## config.mk

```make
export PLATFORM = sky130hd
export DESIGN_NAME = lcg_top
export DESIGN_NICKNAME = d
export VERILOG_FILES = /design/src/inc/lcg_pkg.sv /design/src/rtl/lcg_wb_slave.sv /design/src/rtl/lcg_offset_cal.sv /design/src/rtl/lcg_top.sv
export VERILOG_INCLUDE_DIRS = /design/src /design/src/inc
export SDC_FILE = /design/constraint.sdc
export NUM_CORES = 1
export LEC_CHECK = 0
export BUFFER_PORTS_ARGS = -buffer_cell sky130_fd_sc_hd__clkbuf_2
export CAP_MARGIN = 10
export CELL_PAD_IN_SITES_DETAIL_PLACEMENT = 1
export CELL_PAD_IN_SITES_GLOBAL_PLACEMENT = 2
export CORE_MARGIN = 5
export CORE_UTILIZATION = 33
export DETAILED_ROUTE_END_ITERATION = 6
export PLACE_DENSITY_LB_ADDON = 0.1
export SYNTH_ARGS = -nofsm -noshare
export SYNTH_HDL_FRONTEND = slang
export SYNTH_HIERARCHICAL = 1
export SYNTH_SLANG_ARGS = --single-unit
```

## constraint.sdc

```tcl
create_clock -name clk_i -period 3.1 [get_ports clk_i]
set_clock_uncertainty 0.2 [all_clocks]
set_input_delay 0.31 -clock clk_i [delete_from_list [all_inputs] [get_ports clk_i]]
set_output_delay 0.31 -clock clk_i [all_outputs]
set_load 0.01 [all_outputs]
```

## src/inc/lcg_map.svh

```systemverilog
// Register indices, field positions, reset values and timing counts
`ifndef LCG_MAP_SVH
`define LCG_MAP_SVH

// ==========================================================================
// Register indices (byte address is four times the index)
`define LCG_IDX_TGT_MAX  8'h35
`define LCG_IDX_GAIN_LIM 8'h37
`define LCG_IDX_CLIP     8'h38
`define LCG_IDX_MODE     8'h39
`define LCG_IDX_STATUS   8'h3a
`define LCG_IDX_CAL      8'h44
`define LCG_IDX_L_MID    8'h45
`define LCG_IDX_L_UP     8'h46
`define LCG_IDX_R_MID    8'h47
`define LCG_IDX_R_UP     8'h48

// ==========================================================================
// Field positions
`define LCG_CEIL_MSB     6
`define LCG_CEIL_LSB     4
`define LCG_FLOOR_MSB    2
`define LCG_FLOOR_LSB    0
`define LCG_TGT_MSB      5
`define LCG_CLIP_EN_BIT  7
`define LCG_STEP_MSB     1
`define LCG_HYBRID_BIT   0
`define LCG_OFS_EN_BIT   0
`define LCG_AUTO_BIT     2
`define LCG_OVF_BIT      3

// ==========================================================================
// Reset values
`define LCG_CEIL_RST     3'h7
`define LCG_FLOOR_RST    3'h1
`define LCG_TGT_RST      6'h00
`define LCG_STEP_RST     2'h0

// ==========================================================================
// Timing: system clock, sample rate, calibration length
`define LCG_CLK_HZ       25000000
`define LCG_FS_HZ        48000
`define LCG_FS_DIV       (`LCG_CLK_HZ / `LCG_FS_HZ)
`define LCG_CAL_LOG2     4

`endif

```

## src/inc/lcg_pkg.sv

```systemverilog
// Types shared by the level control register block
package lcg_pkg;

  typedef struct packed {
    logic [2:0] ceil;
    logic [2:0] floor;
  } lcg_limits_t;

  typedef struct packed {
    logic       en;
    logic [1:0] step;
  } lcg_clip_t;

  typedef struct packed {
    logic ovf;
    logic auto_run;
    logic ofs_en;
  } lcg_cal_t;

  typedef struct packed {
    logic [19:0] left;
    logic [19:0] right;
  } lcg_pair_t;

  typedef struct packed {
    logic       wr;
    logic       rd;
    logic       hit;
    logic [7:0] idx;
    logic [7:0] data;
  } lcg_req_t;

  typedef enum logic [2:0] {
    LCG_IDLE = 3'b001,
    LCG_ACC  = 3'b010,
    LCG_DONE = 3'b100
  } lcg_cal_state_t;

endpackage

```

## src/rtl/lcg_wb_slave.sv

```systemverilog
// Classic Wishbone slave front end with one-cycle registered answer
`timescale 1ns/100ps
module lcg_wb_slave (
  input  wire logic             clk_i,
  input  wire logic             rst_i,
  input  wire logic [31:0]      wb_adr_i,
  input  wire logic [31:0]      wb_dat_i,
  input  wire logic             wb_we_i,
  input  wire logic [3:0]       wb_sel_i,
  input  wire logic             wb_cyc_i,
  input  wire logic             wb_stb_i,
  input  wire logic [7:0]       rdata_i,
  output logic [31:0]           wb_dat_o,
  output logic                  wb_ack_o,
  output lcg_pkg::lcg_req_t     req_o
);

  logic take;

  assign take       = wb_cyc_i & wb_stb_i & ~wb_ack_o;
  assign req_o.wr   = take & wb_we_i & wb_sel_i[0];
  assign req_o.rd   = take & ~wb_we_i;
  assign req_o.hit  = (wb_adr_i[31:10] == 22'h000000);
  assign req_o.idx  = wb_adr_i[9:2];
  assign req_o.data = wb_dat_i[7:0];

  always_ff @(posedge clk_i) begin
    if (rst_i) begin
      wb_ack_o <= 1'b0;
    end else begin
      wb_ack_o <= take;
    end
  end

  always_ff @(posedge clk_i) begin
    if (rst_i) begin
      wb_dat_o <= 32'h00000000;
    end else if (take) begin
      wb_dat_o <= {24'h000000, rdata_i};
    end
  end

endmodule

```

## src/rtl/lcg_offset_cal.sv

```systemverilog
// Automatic DC offset calibration: averages samples, yields correction
`timescale 1ns/100ps
`include "lcg_map.svh"
module lcg_offset_cal #(
  parameter int CAL_LOG2 = `LCG_CAL_LOG2
) (
  input  wire logic              clk_i,
  input  wire logic              rst_i,
  input  wire logic              start_i,
  input  wire logic              sample_en_i,
  input  wire logic [19:0]       left_i,
  input  wire logic [19:0]       right_i,
  output logic                   done_o,
  output logic                   ovf_o,
  output lcg_pkg::lcg_pair_t     result_o
);

  localparam int SW = 20 + CAL_LOG2;

  lcg_pkg::lcg_cal_state_t state_reg;
  logic [SW-1:0]           sum_l_reg;
  logic [SW-1:0]           sum_r_reg;
  logic [CAL_LOG2-1:0]     cnt_reg;
  logic [20:0]             corr_l;
  logic [20:0]             corr_r;

  // Negated average; top bit flags a value that cannot be negated
  function automatic logic [20:0] correction(input logic [SW-1:0] sum);
    logic [19:0] avg;
    avg = sum[SW-1:CAL_LOG2];
    correction = {avg == 20'h80000, 20'(-avg)};
  endfunction

  assign corr_l = correction(sum_l_reg);
  assign corr_r = correction(sum_r_reg);

  // ========================================================================
  // Sequencer
  always_ff @(posedge clk_i) begin
    if (rst_i) begin
      state_reg <= lcg_pkg::LCG_IDLE;
    end else begin
      unique case (state_reg)
        lcg_pkg::LCG_IDLE: begin
          if (start_i) state_reg <= lcg_pkg::LCG_ACC;
        end
        lcg_pkg::LCG_ACC: begin
          if (sample_en_i && cnt_reg == {CAL_LOG2{1'b1}}) state_reg <= lcg_pkg::LCG_DONE;
        end
        lcg_pkg::LCG_DONE: begin
          state_reg <= start_i ? lcg_pkg::LCG_ACC : lcg_pkg::LCG_IDLE;
        end
        default: state_reg <= lcg_pkg::LCG_IDLE;
      endcase
    end
  end

  // ========================================================================
  // Accumulators
  always_ff @(posedge clk_i) begin
    if (rst_i || state_reg != lcg_pkg::LCG_ACC) begin
      sum_l_reg <= '0;
      sum_r_reg <= '0;
      cnt_reg   <= '0;
    end else if (sample_en_i) begin
      sum_l_reg <= sum_l_reg + SW'({{CAL_LOG2{left_i[19]}}, left_i});
      sum_r_reg <= sum_r_reg + SW'({{CAL_LOG2{right_i[19]}}, right_i});
      cnt_reg   <= cnt_reg + 1'b1;
    end
  end

  // ========================================================================
  // Results held until the next completion
  always_ff @(posedge clk_i) begin
    if (rst_i) begin
      result_o <= '0;
      ovf_o    <= 1'b0;
      done_o   <= 1'b0;
    end else begin
      done_o <= (state_reg == lcg_pkg::LCG_DONE);
      if (state_reg == lcg_pkg::LCG_DONE) begin
        result_o.left  <= corr_l[19:0];
        result_o.right <= corr_r[19:0];
        ovf_o          <= corr_l[20] | corr_r[20];
      end
    end
  end

endmodule

```

## src/rtl/lcg_top.sv

```systemverilog
// Level control limits, clip guard and offset calibration register block
//
// Decided for this implementation: the Wishbone register port.
`timescale 1ns/100ps
`include "lcg_map.svh"
module lcg_top #(
  parameter int FS_DIV   = `LCG_FS_DIV,
  parameter int CAL_LOG2 = `LCG_CAL_LOG2,
  parameter int ATTEN_W  = 12
) (
  input  wire logic                clk_i,
  input  wire logic                rst_i,
  input  wire logic [31:0]         wb_adr_i,
  input  wire logic [31:0]         wb_dat_i,
  input  wire logic                wb_we_i,
  input  wire logic [3:0]          wb_sel_i,
  input  wire logic                wb_cyc_i,
  input  wire logic                wb_stb_i,
  output logic [31:0]              wb_dat_o,
  output logic                     wb_ack_o,
  input  wire logic [2:0]          gain_req_i,
  input  wire logic [5:0]          out_level_i,
  input  wire logic [19:0]         adc_left_i,
  input  wire logic [19:0]         adc_right_i,
  output logic [2:0]               analog_gain_o,
  output logic                     over_target_o,
  output logic [ATTEN_W-1:0]       clip_atten_o,
  output logic                     sample_en_o,
  output logic                     offset_en_o,
  output logic [19:0]              offset_left_o,
  output logic [19:0]              offset_right_o
);

  // ========================================================================
  // Declarations
  lcg_pkg::lcg_req_t       req;
  lcg_pkg::lcg_limits_t    limits_reg;
  lcg_pkg::lcg_clip_t      clip_reg;
  lcg_pkg::lcg_cal_t       cal_reg;
  lcg_pkg::lcg_pair_t      cal_result;
  logic [5:0]              tgt_reg;
  logic                    hybrid_reg;
  logic [15:0]             div_reg;
  logic                    sample_en;
  logic                    cal_start;
  logic                    cal_done;
  logic                    cal_ovf;
  logic                    over_next;
  logic [ATTEN_W-1:0]      step_next;
  logic [7:0]              rdata;

  localparam logic [ATTEN_W-1:0] ATTEN_MAX = {ATTEN_W{1'b1}};
  localparam logic [15:0]        DIV_LAST  = 16'(FS_DIV - 1);

  // Clamp requested analog gain between floor and ceiling
  function automatic logic [2:0] clamp_gain(input logic [2:0] req_code,
                                            input logic [2:0] lo,
                                            input logic [2:0] hi);
    // Floor first, so the ceiling wins when the two cross
    clamp_gain = (req_code < lo) ? lo : req_code;
    if (clamp_gain > hi) begin
      clamp_gain = hi;
    end
  endfunction

  // True when the register bus write hits a given index
  function automatic logic wr_hit(input lcg_pkg::lcg_req_t r, input logic [7:0] idx);
    wr_hit = r.wr & r.hit & (r.idx == idx);
  endfunction

  // ========================================================================
  // Bus front end
  lcg_wb_slave u_bus (
    .clk_i    (clk_i),
    .rst_i    (rst_i),
    .wb_adr_i (wb_adr_i),
    .wb_dat_i (wb_dat_i),
    .wb_we_i  (wb_we_i),
    .wb_sel_i (wb_sel_i),
    .wb_cyc_i (wb_cyc_i),
    .wb_stb_i (wb_stb_i),
    .rdata_i  (rdata),
    .wb_dat_o (wb_dat_o),
    .wb_ack_o (wb_ack_o),
    .req_o    (req)
  );

  // ========================================================================
  // Sample rate enable
  always_ff @(posedge clk_i) begin
    if (rst_i) begin
      div_reg   <= 16'h0000;
      sample_en <= 1'b0;
    end else begin
      sample_en <= (div_reg == DIV_LAST);
      div_reg   <= (div_reg == DIV_LAST) ? 16'h0000 : div_reg + 16'h0001;
    end
  end

  // ========================================================================
  // Analog gain limits
  always_ff @(posedge clk_i) begin
    if (rst_i) begin
      limits_reg.ceil  <= `LCG_CEIL_RST;
      limits_reg.floor <= `LCG_FLOOR_RST;
    end else if (wr_hit(req, `LCG_IDX_GAIN_LIM)) begin
      limits_reg.ceil  <= req.data[`LCG_CEIL_MSB:`LCG_CEIL_LSB];
      limits_reg.floor <= req.data[`LCG_FLOOR_MSB:`LCG_FLOOR_LSB];
    end
  end

  // Hybrid gain mode select
  always_ff @(posedge clk_i) begin
    if (rst_i) begin
      hybrid_reg <= 1'b0;
    end else if (wr_hit(req, `LCG_IDX_MODE)) begin
      hybrid_reg <= req.data[`LCG_HYBRID_BIT];
    end
  end

  // Limits only act in hybrid mode
  always_ff @(posedge clk_i) begin
    if (rst_i) begin
      analog_gain_o <= 3'h0;
    end else if (hybrid_reg) begin
      analog_gain_o <= clamp_gain(gain_req_i, limits_reg.floor, limits_reg.ceil);
    end else begin
      analog_gain_o <= gain_req_i;
    end
  end

  // ========================================================================
  // Upper target and clip guard
  always_ff @(posedge clk_i) begin
    if (rst_i) begin
      tgt_reg <= `LCG_TGT_RST;
    end else if (wr_hit(req, `LCG_IDX_TGT_MAX)) begin
      tgt_reg <= req.data[`LCG_TGT_MSB:0];
    end
  end

  always_ff @(posedge clk_i) begin
    if (rst_i) begin
      clip_reg.en   <= 1'b0;
      clip_reg.step <= `LCG_STEP_RST;
    end else if (wr_hit(req, `LCG_IDX_CLIP)) begin
      clip_reg.en   <= req.data[`LCG_CLIP_EN_BIT];
      clip_reg.step <= req.data[`LCG_STEP_MSB:0];
    end
  end

  // Smaller level code is louder, so louder than target means below it
  assign over_next = (out_level_i < tgt_reg);
  // One unit is 0.034 dB; each step code doubles it
  assign step_next = ATTEN_W'(1) << clip_reg.step;

  always_ff @(posedge clk_i) begin
    if (rst_i) begin
      over_target_o <= 1'b0;
    end else begin
      over_target_o <= over_next;
    end
  end

  // Attenuation grows once per sample while above target
  always_ff @(posedge clk_i) begin
    if (rst_i || !clip_reg.en) begin
      clip_atten_o <= '0;
    end else if (sample_en && over_next) begin
      if (clip_atten_o > ATTEN_MAX - step_next) begin
        clip_atten_o <= ATTEN_MAX;
      end else begin
        clip_atten_o <= clip_atten_o + step_next;
      end
    end
  end

  always_ff @(posedge clk_i) begin
    if (rst_i) begin
      sample_en_o <= 1'b0;
    end else begin
      sample_en_o <= sample_en;
    end
  end

  // ========================================================================
  // Offset calibration control
  // A start is accepted while idle, or in the very cycle the run ends
  assign cal_start = wr_hit(req, `LCG_IDX_CAL) & req.data[`LCG_AUTO_BIT]
                   & (~cal_reg.auto_run | cal_done);

  always_ff @(posedge clk_i) begin
    if (rst_i) begin
      cal_reg.ofs_en <= 1'b0;
    end else if (wr_hit(req, `LCG_IDX_CAL)) begin
      cal_reg.ofs_en <= req.data[`LCG_OFS_EN_BIT];
    end
  end

  // Set by software, cleared on completion; a new start wins
  always_ff @(posedge clk_i) begin
    if (rst_i) begin
      cal_reg.auto_run <= 1'b0;
    end else if (cal_start) begin
      cal_reg.auto_run <= 1'b1;
    end else if (cal_done) begin
      cal_reg.auto_run <= 1'b0;
    end
  end

  always_ff @(posedge clk_i) begin
    if (rst_i) begin
      cal_reg.ovf <= 1'b0;
    end else if (cal_done) begin
      cal_reg.ovf <= cal_ovf;
    end
  end

  lcg_offset_cal #(
    .CAL_LOG2 (CAL_LOG2)
  ) u_cal (
    .clk_i       (clk_i),
    .rst_i       (rst_i),
    .start_i     (cal_start),
    .sample_en_i (sample_en),
    .left_i      (adc_left_i),
    .right_i     (adc_right_i),
    .done_o      (cal_done),
    .ovf_o       (cal_ovf),
    .result_o    (cal_result)
  );

  // Correction applied only while cancellation is enabled
  always_ff @(posedge clk_i) begin
    if (rst_i) begin
      offset_en_o    <= 1'b0;
      offset_left_o  <= 20'h00000;
      offset_right_o <= 20'h00000;
    end else begin
      offset_en_o    <= cal_reg.ofs_en;
      offset_left_o  <= cal_reg.ofs_en ? cal_result.left : 20'h00000;
      offset_right_o <= cal_reg.ofs_en ? cal_result.right : 20'h00000;
    end
  end

  // ========================================================================
  // Read multiplexer
  always_comb begin
    rdata = 8'h00;
    if (req.hit) begin
      unique case (req.idx)
        `LCG_IDX_TGT_MAX:  rdata = {2'b00, tgt_reg};
        `LCG_IDX_GAIN_LIM: rdata = {1'b0, limits_reg.ceil, 1'b0, limits_reg.floor};
        `LCG_IDX_CLIP:     rdata = {clip_reg.en, 5'h00, clip_reg.step};
        `LCG_IDX_MODE:     rdata = {7'h00, hybrid_reg};
        `LCG_IDX_STATUS:   rdata = {3'h0, clip_atten_o != '0, over_target_o,
                                    analog_gain_o};
        `LCG_IDX_CAL:      rdata = {4'h0, cal_reg.ovf, cal_reg.auto_run,
                                    1'b0, cal_reg.ofs_en};
        `LCG_IDX_L_MID:    rdata = cal_result.left[15:8];
        `LCG_IDX_L_UP:     rdata = {4'h0, cal_result.left[19:16]};
        `LCG_IDX_R_MID:    rdata = cal_result.right[15:8];
        `LCG_IDX_R_UP:     rdata = {4'h0, cal_result.right[19:16]};
        default:           rdata = 8'h00;
      endcase
    end
  end

endmodule

```

# After elaboration in Yosys (flattened, before gate mapping)
# Index checks and enable logic that the tools add are counted.
dict set report classes {
  shift 1
  muxes 12
  reduce_logical 11
  bitwise 17
  n_addsub 8
  n_eq_ne 20
  order_cmp 4
}
# op n
set op_table {}
lappend op_table {{one-hot mux 8 bit (10 select lines)} 1}
lappend op_table {{adder 24 bit} 2}
lappend op_table {{== test 20 bit (second input constant)} 2}
lappend op_table {{== test 8 x 6 -> 1 bit (second input constant)} 5}
lappend op_table {{== test 8 x 7 -> 1 bit (second input constant)} 5}
lappend op_table {{negation 20 bit} 2}
lappend op_table {{logical NOT 22 bit} 1}
lappend op_table {{adder 16 x 1 -> 16 bit (second input constant)} 1}
lappend op_table {{== test 16 x 10 -> 1 bit (second input constant)} 1}
lappend op_table {{2-to-1 mux 3 bit} 5}
lappend op_table {{adder 12 bit} 1}
lappend op_table {{bitwise AND 1 bit} 12}
lappend op_table {{> comparator 12 bit} 1}
lappend op_table {{2-to-1 mux 12 bit} 1}
lappend op_table {{nonzero test 12 bit} 1}
lappend op_table {{left shift 1 x 2 -> 12 bit (first input constant)} 1}
lappend op_table {{subtractor 12 bit (first input constant)} 1}
lappend op_table {{one-hot mux 3 bit (3 select lines)} 1}
lappend op_table {{2-to-1 mux 8 bit} 1}
lappend op_table {{less-than comparator 6 bit} 1}
lappend op_table {{adder 4 x 1 -> 4 bit (second input constant)} 1}
lappend op_table {{== test 4 bit (second input constant)} 1}
lappend op_table {{inequality test 2 x 1 -> 1 bit (second input constant)} 2}
lappend op_table {{OR reduction 2 bit} 2}
lappend op_table {{15 further kinds} 21}
dict set report word_totals {
  wordCells 101
  regBits 200
  output_inout_bits 91
}

# Logic depth before layout (Yosys ltp)
# Gate-level depths: netlist of the first run.
dict set report logic_depth {
  ltp_word 10
  ltp_mapped 12
  ltp_nobuf 12
}

# Hierarchy
# The synthesis of the first run kept the hierarchy.
# mod cells_per_inst area_per_inst_um2 n_inst
set modules_own_cells {}
lappend modules_own_cells {lcg_offset_cal 776 6194.7 1}
lappend modules_own_cells {lcg_top 462 4359.2 1}
lappend modules_own_cells {lcg_wb_slave 80 680.7 1}

# Worst setup path before layout of the first run
# OpenSTA, ideal clock, no wires.
dict set report synth_path {
  path_type {flip-flop to flip-flop}
  from {reg limits_reg[1] (netlist bit)}
  to {reg analog_gain_o[0]}
  slack_ps 269
  t_required_ps 2784
  stages_incl_launch_ff 12
  n_path_buf 0
  t_arrival_ps 2514
  setup_time_ps 116
  synth_period_minus_slack_ps 2831
  path_cell_list {dfxtp_1 inv_1 ha_1 a21oi_1 o21ai_0 mux2_2 ha_1 nor2b_1 o21a_1 o21ai_0 mux2i_1 a31o_2}
}
dict set report synth_via {
  elab_chain_cells 5
}
# element line
set synth_lines {}
lappend synth_lines {{from (decl)} lcg_top.sv:37} ;# lcg_pkg::lcg_limits_t limits_reg;
lappend synth_lines {{less-than comparator 3 bit} lcg_top.sv:60} ;# clamp_gain = (req_code < lo) ? lo : req_code;
lappend synth_lines {{2-to-1 mux 3 bit *} lcg_top.sv:60}
lappend synth_lines {{> comparator 3 bit} lcg_top.sv:61} ;# if (clamp_gain > hi) begin
lappend synth_lines {{2-to-1 mux 3 bit *} lcg_top.sv:61}
lappend synth_lines {{2-to-1 mux 3 bit *} lcg_top.sv:125} ;# end else if (hybrid_reg) begin
lappend synth_lines {{to (signal assigned)} lcg_top.sv:126} ;# analog_gain_o <= clamp_gain(gain_req_i, limits_reg.floor, limits_reg.ceil);
lappend synth_lines {{to (signal assigned)} lcg_top.sv:128} ;# analog_gain_o <= gain_req_i;
lappend synth_lines {{to (decl)} lcg_top.sv:25} ;# output logic [2:0] analog_gain_o,
# Every way passes the cells marked *; elsewhere a longest branch is shown, timed or not.
# A chain may end at the register's enable or synchronous reset.

# Worst setup path in the final report of the first run
dict set report layout_path {
  from {reg u_cal.sum_r_reg[0]}
  to {reg u_cal.sum_r_reg[18]}
}
dict set report layout_via {
  elab_chain_cells 1
}
# element line
set layout_lines {}
lappend layout_lines {{from (decl)} lcg_offset_cal.sv:22} ;# logic [SW-1:0] sum_r_reg;
lappend layout_lines {{from (signal assigned)} lcg_offset_cal.sv:67} ;# sum_r_reg <= sum_r_reg + SW'({{CAL_LOG2{right_i[19]}}, right_i});
lappend layout_lines {{adder 24 bit} lcg_offset_cal.sv:67}
# No other way between the ends.

==> summary.txt, run 1 <==
Clock tree
  • Clk pin slew, worst setup/hold paths: approximately 0.08 ns
  • H-tree depth: 4
  • Later-pin clock latency in the skew report: approximately 0.46 ns
  • Clock buffer depth: 2
  • TritonCTS clock tree: built
  • Postcts setup bufs: 0
  • CTS Buf Count: 17
  • Root buffer cell: clkbuf_16
  • Clock sinks: 200

Floorplanning
  • Die height: 194 um
  • I/O pin total: ~210
  • Total Die Area: 37800 um^2
  • Core Box Area: 33500 um^2
  • FP Rows: 67
  • Die Wd: roughly 200 um
  • Initial Utilization: 0.335

Synthesis
  • Cells after Synth: ~1300
  • Yosys synthesis warning count: 6
  • Mean Syn Cell Area: ~8.5 um^2
  • Mapped Area: 11200 um^2

Critical path
  • Critical path destination: u_cal/sum_r_reg[18]
  • Nature of the critical path endpoint: flip-flop
  • Maximum fanout along the worst path: 3
  • Reg2reg end: u_cal/sum_r_reg[18]
  • Critical path type: flip-flop to flip-flop
  • Worst path arrival time: a little over 3 ns
  • Reg2Reg Setup Slack: roughly 0.17 ns
  • Setup crit start: u_cal/sum_r_reg[0]
  • R2R depth: 12
  • Startpoint types: flip-flop
  • Crit path required time: about 3.2 ns
  • RR Startpoint: u_cal/sum_r_reg[0]

Global routing
  • Largest net degree at the start of global routing: 53
  • Via count of the first global-routing pass: 9881
  • First-pass GRT wire length: about 55 mm
  • GRT Total Usage: 0.176
  • Total gr overflow: 0
  • Initial antenna violation count: 0

Routing
  • Final WL: between 30 and 40 mm
  • Routed Antenna Nets: 0
  • Via count: ~9700
  • Vias per cell: approximately 5
  • Starting DRT DRC Count: roughly 410
  • Residual DRC: 0
  • First drt pass iteration count: 5
  • DR WL/cell: between 15 and 20 um

Cells and area
  • Antenna cells: 0
  • Area delta synth->final: 17.2%
  • Max reg flops: 40
  • Share of post-route cells with drive strength above 1: 0.180
  • Filler Cells Inserted: ~4000
  • Nets: around 1700
  • Final core utilization: 0.393

Timing
  • RSZ-0062 raised after global routing: no
  • # setup viols final: 0
  • Worst-Margin Slew: ~0.94 ns
  • Fin Setup TNS: 0 ns
  • Final period utilization: 0.946
  • Relative slew margins: 0.373
  • Post-route minimum period: 2.93 ns
  • Fin. max-slew vios: 0
  • Final Hold Viols: 0
  • Peak Freq: 341 MHz

Power and ir drop
  • PD cells: between 400 and 500 nW/um^2
  • Peak supply drop: about 0.38 mV
  • Leakage: approximately 5.6 nW

Placed design
  • Post-DP HPWL: around 26 mm
  • Final Wtd Congestion: 0.838
  • PortBufs: ~160

Worst hold path
  • Worst min path class: input pin to flip-flop

Status
  • Run status: finished clean

Job
  • Max Cap Viol: 0
-- through the flow --
step	area, um^2	cells	hold slack (ns)	setup slack, ns	total power [W]
3_3_place_gp	12400	1892	0.228	0.0232	0.00294
2_1_floorplan	11300	1340	0.218	0.269	0.00285
4_1_cts	13200	1933	0.000684	0.0817	0.00539
5_1_grt	13200	1933	0.0537	0.00166	0.00550
3_5_place_dp	12400	1892	0.238	0.0130	0.00294
6_report	13200	1933	0.0215	0.167	0.00530
-- layout by cell type, fill, tap and decap left out, types with 4 or more instances in the layout --
| cell | n |
|---|---|
| a211oi_1 | 12 |
| o31ai_1 | 7 |
| and2_1 | 42 |
| clkbuf_16 | 17 |
| a31oi_1 | 10 |
| nand3b_1 | 10 |
| xor2_1 | 37 |
| buf_4 | 32 |
| nor3_1 | 24 |
| nand4_1 | 14 |
| or4_1 | 9 |
| o21a_1 | 7 |
| o21ai_0 | 47 |
| nand2b_1 | 13 |
| dfxtp_1 | 198 |
| clkinv_8 | 6 |
| nand2_1 | 135 |
| a221oi_1 | 7 |
| o21bai_1 | 6 |
| a21oi_1 | 92 |
| o211ai_1 | 10 |
| clkbuf_2 | 159 |
| inv_1 | 47 |
| mux2i_1 | 52 |
| and3_1 | 17 |
| o221ai_1 | 4 |
| conb_1 | 24 |
| ha_1 | 66 |
| nor4_1 | 13 |
| nor2b_1 | 14 |
| nor2_1 | 128 |
| a32oi_1 | 5 |
| xnor2_1 | 43 |
| or3_1 | 13 |
| nand3_1 | 46 |
| dlygate4sd3_1 | 9 |
| a21o_1 | 17 |
-- how the worst min path moves through the flow --
stage,startpoint,endpoint,slack [ns],cells past startpoint
CTS,adc_right_i[0],u_cal/sum_r_reg[0],0.0007,4
finish,adc_right_i[0],u_cal/sum_r_reg[0],0.02,4
global route,adc_right_i[0],u_cal/sum_r_reg[0],0.05,4
floorplan,div_reg[0],div_reg[0],0.22,1
global placement,div_reg[0],div_reg[0],0.23,1
detailed placement,div_reg[0],div_reg[0],0.24,1
-- routing by layer --
metal  up-vias  routed length, um  track usage
li1       4892                  -            -
met1      4624              16500        0.246
met2       144              15500        0.286
met3        25               1150       0.0308
met4         0                464       0.0424
met5         -                  0            0
-- layout make-up --
class / instances / area, um^2 / area share
clock buffer: 17 / 425 / 0.0323
timing repair buffer: 200 / 1130 / 0.0856
clock inverter: 15 / 206 / 0.0157
sequential: 200 / 4010 / 0.304
inverter: 47 / 176 / 0.0134
tap: 448 / 561 / 0.0426
multi-input combinational: 1006 / 6660 / 0.506
-- critical path, cell delays in order (launching register included) --
cell,delay (ns)
dfxtp_1,0.32
ha_1,0.19
inv_1,0.07
fa_1,0.20
nor2b_1,0.05
o21a_1,0.19
o2111ai_1,0.18
or4b_4,0.51
a41oi_2,0.31
o221ai_1,0.21
xor2_1,0.17
mux2i_1,0.15
nor2_1,0.06
-- where the power goes --
group          internal [W]  switching [W]  total (W)
logic              0.000127       0.000181   0.000308
clock network       0.00112        0.00128    0.00241
registers           0.00257     0.00000613    0.00258
-- timing repair --
| action | in CTS | in global routing |
|---|---|---|
| endpoints found under the hold margin | 15 | 0 |
| hold buffers | 9 | 0 |
| gates resized for setup | 0 | 1 |
| endpoints found under the setup margin | 0 | 6 |
No activity file was read; power rests on OpenSTA's default activity.
==> inputs of run 2 (changes only) <==
--- a/config.mk
+++ b/config.mk
@@ -6,12 +6,13 @@
 export SDC_FILE = /design/constraint.sdc
 export NUM_CORES = 1
 export LEC_CHECK = 0
+export ABC_AREA = 1
 export BUFFER_PORTS_ARGS = -buffer_cell sky130_fd_sc_hd__clkbuf_2
 export CAP_MARGIN = 10
 export CELL_PAD_IN_SITES_DETAIL_PLACEMENT = 1
 export CELL_PAD_IN_SITES_GLOBAL_PLACEMENT = 2
 export CORE_MARGIN = 5
-export CORE_UTILIZATION = 33
+export CORE_UTILIZATION = 31
 export DETAILED_ROUTE_END_ITERATION = 6
 export PLACE_DENSITY_LB_ADDON = 0.1
 export SYNTH_ARGS = -nofsm -noshare
==> run 2 against run 1 <==
Against the previous run:
- count of clock-buffer cells in the layout grew 2
- via count grew 36%
- synthesized cell count up 62%
- cell count is 49% higher
- largest power group unchanged
- highest routed layer unchanged
==> summary.txt, run 2 <==
Status
  • Run status: finished clean

Cells and area
  • Antenna cells: 0 (unchanged)
  • Final Cell Area: 15400 um^2 (+17%)
  • Area delta synth->final: 14.2%
  • Max reg flops: 40 (unchanged)
  • Nets: 2480 (+49%)
  • Non-Filler Instances: 2887 (+49%)
  • Filler Cells Inserted: 5685 (+40%)
  • Share of post-route cells with drive strength above 1: 0.141 (-0.0393)
  • Most frequent cells in the layout: nand2_1, inv_1, nor2_1
  • Commonest non-fill, non-tap cell in the layout: nand2_1

Critical path
  • CP max stage delay: 0.54 ns (+0.03 ns)
  • Startpoint types: input pin
  • Critical path type: input pin to flip-flop
  • Most frequent CP cell: nand2_1
  • RR Startpoint: limits_reg[2]
  • Maximum fanout along the worst path: 6 (+3)
  • CP max-delay cell: dlygate4sd3_1
  • R2R depth: 14 (+2)
  • Worst path arrival time: 2.89 ns (-0.19 ns)
  • Crit path required time: 3.27 ns (+0.03 ns)
  • CP Cell Sequence: dlygate4sd3_1, clkbuf_2, inv_1, ha_1, inv_1, nand2_1, o21ai_1, nand2_1, o21a_1, ha_1, nand3_1, nand2_1, o21ai_0, inv_1, nand2_1, a21oi_1
  • Reg2Reg Setup Slack: 0.55 ns (+0.38 ns)
  • Nature of the critical path endpoint: flip-flop
  • Reg2reg end: analog_gain_o[0]

Timing
  • RSZ-0062 raised after global routing: no
  • Relative slew margins: 0.527 (+0.154)
  • Worst-Margin Slew: 0.709 ns (-0.232 ns)
  • Final period utilization: 0.877 (-0.0689)
  • # setup viols final: 0 (unchanged)
  • Fin Setup TNS: 0 ns (unchanged)
  • Final Hold Viols: 0 (unchanged)
  • Peak Freq: 368 MHz (+7.9%)
  • Post-route minimum period: 2.72 ns (-0.213 ns)
  • Fin. max-slew vios: 0 (unchanged)

Synthesis
  • Mapped Area: 13500 um^2 (+20%)
  • Cells after Synth: 2139 (+62%)
  • Yosys synthesis warning count: 6 (unchanged)
  • Mean Syn Cell Area: 6.29 um^2 (-26%)

Floorplanning
  • I/O pin total: 213 (unchanged)
  • Die height: 218 um (+12%)
  • FP Rows: 76 (+13%)
  • Initial Utilization: 0.313 (-0.0218)
  • Die Wd: 218 um (+12%)
  • Core Box Area: 43000 um^2 (+28%)
  • Total Die Area: 47700 um^2 (+26%)

Global routing
  • GRT Total Usage: 0.197 (+0.0204)
  • Via count of the first global-routing pass: 13800 (+40%)
  • Largest net degree at the start of global routing: 34 (-36%)
  • Total gr overflow: 0 (unchanged)
  • Initial antenna violation count: 0 (unchanged)
  • First-pass GRT wire length: 74.1 mm (+36%)

Worst hold path
  • WHS Endpoint: over_target_o
  • Hold path cells: 5 (+1)
  • Worst min path class: input pin to flip-flop
  • Launch point of the worst hold path: out_level_i[0]

Clock tree
  • Later-pin clock latency in the skew report: 0.48 ns (+0.02 ns)
  • Postcts setup bufs: 0 (unchanged)
  • Clock sinks: 200 (unchanged)
  • Clock buffer depth: 2 (unchanged)
  • Root buffer cell: clkbuf_16
  • Clk pin slew, worst setup/hold paths: 0.08 ns (about the same)
  • H-tree depth: 4 (unchanged)
  • CTS Buf Count: 17 (unchanged)
  • Hold_buf cts: 13 (+4)
  • TritonCTS clock tree: built
  • Post-CTS Resized: 0 (unchanged)

Power and ir drop
  • PD cells: 340 nW/um^2 (-15%)
  • Leakage: 7.93 nW (+42%)
  • Peak supply drop: 0.290 mV (-25%)

Routing
  • Vias per cell: 4.55 (-9.2%)
  • DR WL/cell: 16.0 um (-8.3%)
  • First drt pass iteration count: 5 (unchanged)
  • Starting DRT DRC Count: 488 (+20%)
  • Via count: 13100 (+36%)
  • Residual DRC: 0 (unchanged)
  • Final WL: 46.1 mm (+37%)
  • Routed Antenna Nets: 0 (unchanged)

Placed design
  • Placed cell areas: 14700 um^2 (+18%)
  • Final Wtd Congestion: 0.830 (-0.87%)
  • Post-DP HPWL: 38.2 mm (+48%)
  • PortBufs: 159 (unchanged)
  • Placed Instances: 2842 (+50%)

Job
  • Max Cap Viol: 0 (unchanged)
==> run 2: cell type report <==
cell class              count  area, um^2  share of cell area
clock buffers              19         443              0.0288
clock inverters            13         115             0.00749
inverters                 422        1590               0.103
multi-input cells        1459        7430               0.483
flip-flops and latches    200        4010               0.261
well taps                 585         732              0.0476
repair buffers            189        1070              0.0693
==> run 2: routing by layer <==
metal,routed length [um],vias up,GRT usage,share of wire
li1,-,6848,-,-
met1,23000,6056,0.270,0.50
met2,20300,185,0.317,0.44
met3,1670,48,0.0360,0.036
met4,1080,0,0.0582,0.023
met5,0,-,0,0
==> run 2: worst max-delay path by stage <==
stage / startpoint / end
CTS: gain_req_i[2] / analog_gain_o[0]
global placement: gain_req_i[2] / analog_gain_o[2]
floorplan: limits_reg[2] / analog_gain_o[2]
finish: gain_req_i[2] / analog_gain_o[0]
detailed placement: gain_req_i[2] / analog_gain_o[0]
global route: gain_req_i[2] / analog_gain_o[1]
==> run 2: power by group <==
| part | internal, W | switching [W] | total (W) | leakage [nW] |
|---|---|---|---|---|
| Clock | 0.00107 | 0.00116 | 0.00223 | 0.270 |
| Combinational | 0.000144 | 0.000254 | 0.000398 | 6.05 |
| Sequential | 0.00258 | 0.0000117 | 0.00260 | 1.61 |
| Total | 0.00380 | 0.00143 | 0.00523 | 7.93 |
==> run 2: through the flow <==
step	hold WS (ns)	utilization	total power [W]	setup slack, ns
floorplan	0.182	-	0.00292	0.852
global placement	0.224	0.342	0.00304	0.542
detailed placement	0.228	0.342	0.00304	0.462
CTS	0.0185	0.358	0.00534	0.470
global route	0.0571	0.358	0.00547	0.232
finish	0.0577	0.358	0.00523	0.381
==> run 2: critical path: cells and delay by family <==
family          cells  cell delay, ns
compound gates      4            0.73
fa+ha+maj           2            0.55
buf+inv             5            0.85
simple gates        5            0.45
==> inputs of run 3 (changes only) <==
--- a/config.mk
+++ b/config.mk
@@ -14,7 +14,7 @@
 export CORE_MARGIN = 5
 export CORE_UTILIZATION = 31
 export DETAILED_ROUTE_END_ITERATION = 6
-export PLACE_DENSITY_LB_ADDON = 0.1
+export PLACE_DENSITY = 0.84
 export SYNTH_ARGS = -nofsm -noshare
 export SYNTH_HDL_FRONTEND = slang
 export SYNTH_HIERARCHICAL = 1
==> run 3 against run 2 <==
Against the previous run:
- final area barely moved
- clock power rose by 7%
- combinational power barely moved
- critical path depth rose by 2
- register-to-register slack got worse by 0.04 ns
- total power rose by 2.7%
- critical path type unchanged
- largest cell class unchanged
==> summary.txt, run 3 (synthesized netlist as in run 2, its figures left out) <==
Status
  • Run status: finished clean

Power and ir drop
  • Peak supply drop: 0.311 mV (+7.1%)
  • Power Total: 0.00537 W (+2.7%)
  • Leakage: 7.93 nW (about the same)
  • PD cells: 350 nW/um^2 (+2.8%)

Job
  • Max Cap Viol: 0 (unchanged)

Critical path
  • R2R depth: 16 (+2)
  • Nature of the critical path endpoint: flip-flop
  • Crit path required time: 3.24 ns (-0.03 ns)
  • Reg2reg end: analog_gain_o[0]
  • RR Startpoint: limits_reg[2]
  • Critical path destination: analog_gain_o[0]
  • Setup crit start: gain_req_i[2]
  • Most frequent CP cell: nand2_1
  • Reg2Reg Setup Slack: 0.51 ns (-0.04 ns)
  • CP max stage delay: 0.53 ns (about the same)
  • Worst path arrival time: 2.90 ns (about the same)
  • Maximum fanout along the worst path: 6 (unchanged)
  • CP Cell Sequence: dlygate4sd3_1, clkbuf_2, inv_1, ha_1, inv_1, nand2_1, o21ai_1, nand2_1, o21a_1, ha_1, inv_1, nand3_1, nand2_1, nand2_1, o21ai_0, inv_1, nand2_1, a21oi_1
  • Critical path type: input pin to flip-flop
  • Startpoint types: input pin
  • CP max-delay cell: dlygate4sd3_1

Global routing
  • Largest net degree at the start of global routing: 48 (+41%)
  • GRT Total Usage: 0.188 (-0.00910)
  • Top Usage Layer GRT: met2
  • Via count of the first global-routing pass: 13500 (-1.8%)
  • Total gr overflow: 0 (unchanged)
  • Met3 usage: 0.0235 (-0.0125)
  • Met2 Usage GRT: 0.321 (+0.00447)
  • Initial antenna violation count: 1 (+1)
  • First-pass GRT wire length: 71.9 mm (-3.0%)
  • Routing usage on met1: 0.255 (-0.0145)

Cells and area
  • Antenna cells: 0 (unchanged)
  • Commonest non-fill, non-tap cell in the layout: nand2_1
  • Area delta synth->final: 14.2% (about the same)
  • Share of post-route cells with drive strength above 1: 0.140 (-0.000877)
  • Final Cell Area: 15400 um^2 (about the same)
  • Nets: 2473 (-0.28%)
  • Max reg flops: 40 (unchanged)
  • Most frequent cells in the layout: nand2_1, inv_1, nor2_1

Timing
  • # setup viols final: 0 (unchanged)
  • Relative slew margins: 0.439 (-0.0875)
  • Fin. max-slew vios: 0 (unchanged)
  • Final hold slack: 0.0382 ns (-0.0195 ns)
  • Post-route minimum period: 2.76 ns (+0.0408 ns)
  • RSZ-0062 raised after global routing: no
  • Fin Setup TNS: 0 ns (unchanged)
  • Setup ws final: 0.340 ns (-0.0408 ns)
  • Final Hold Viols: 0 (unchanged)
  • Final period utilization: 0.890 (+0.0132)
  • Peak Freq: 362 MHz (-1.5%)
  • Worst-Margin Slew: 0.840 ns (+0.131 ns)

Routing
  • Final WL: 44.8 mm (-2.7%)
  • Via count: 13300 (+1.3%)
  • DR WL/cell: 15.6 um (-2.5%)
  • Vias per cell: 4.62 (+1.6%)
  • First drt pass iteration count: 4 (-1)
  • Routed Antenna Nets: 0 (unchanged)
  • Starting DRT DRC Count: 544 (+11%)
  • Residual DRC: 0 (unchanged)

Clock tree
  • Later-pin clock latency in the skew report: 0.46 ns (-0.02 ns)
  • Clock buffer depth: 2 (unchanged)
  • CTS Buf Count: 17 (unchanged)
  • Root buffer cell: clkbuf_16
  • Post-CTS Resized: 0 (unchanged)
  • Clk pin slew, worst setup/hold paths: 0.08 ns (about the same)
  • Postcts setup bufs: 0 (unchanged)
  • H-tree depth: 4 (unchanged)
  • Hold_buf cts: 10 (-3)
  • Clock sinks: 200 (unchanged)
  • TritonCTS clock tree: built

Floorplanning
  • Core Box Area: 43000 um^2 (unchanged)
  • Die Wd: 218 um (unchanged)
  • Total Die Area: 47700 um^2 (unchanged)
  • Die height: 218 um (unchanged)
  • Initial Utilization: 0.313 (unchanged)
  • FP Rows: 76 (unchanged)
  • I/O pin total: 213 (unchanged)

Placed design
  • Placed cell areas: 14700 um^2 (-0.20%)
  • Post-DP HPWL: 36.8 mm (-3.6%)
  • PortBufs: 159 (unchanged)
  • Final Wtd Congestion: 0.881 (+6.0%)
  • Place WS: 0.474 ns (+0.0122 ns)

Worst hold path
  • Worst min path class: input pin to flip-flop
## run 3: cell types whose count changed in the layout (fill, tap and decap cells not counted)
cell	change
clkinv_4	+1
inv_6	-2
inv_8	+5
dlygate4sd3_1	-3
clkinv_2	-3
buf_4	-4
clkbuf_1	-1
clkinvlp_4	-1
bufinv_16	+1
## run 3: layout make-up
cell class	count	area, um^2
fillers	5698	27600
multi-input cells	1459	7430
flip-flops and latches	200	4010
inverters	422	1590
repair buffers	182	1010
well taps	585	732
clock buffers	18	439
clock inverters	14	170
## run 3: stage by stage
| step | std cells | utilization |
|---|---|---|
| 6_report | 2880 | 0.357 |
| 5_1_grt | 2880 | 0.357 |
| 4_1_cts | 2880 | 0.357 |
| 3_5_place_dp | 2838 | 0.341 |
| 3_3_place_gp | 2838 | 0.341 |
| 2_1_floorplan | 2162 | - |
## run 3: how the worst min path moves through the flow
stage                     cells after the start  slack (ns)          endpoint                from
after global routing                          3        0.02     limits_reg[0]         wb_dat_i[0]
after CTS                                     3        0.01     limits_reg[0]         wb_dat_i[0]
after global placement                        2        0.22  offset_left_o[0]  u_cal/result_o[20]
after floorplan                               1        0.18    u_bus/wb_ack_o               rst_i
final                                         3        0.04     limits_reg[0]         wb_dat_i[0]
after detailed placement                      2        0.23  offset_left_o[2]  u_cal/result_o[22]
## run 3: report_power, final
group	switching, W	internal (W)	total, W
registers	0.0000117	0.00258	0.00260
logic	0.000254	0.000142	0.000396
clock network	0.00120	0.00118	0.00238
## run 3: critical path: cells and delay by family
family / cells / cell delay, ns
adders and majority gates: 2 / 0.45
buffers and inverters: 6 / 0.90
and+or+nand+nor: 6 / 0.52
AOI/OAI and AO/OA: 4 / 0.70
## run 3: metal layers
metal	vias to the layer above	routed length [um]
met4	0	523
met3	23	1500
met2	190	21100
met1	6255	21700
met5	-	0
li1	6842	-
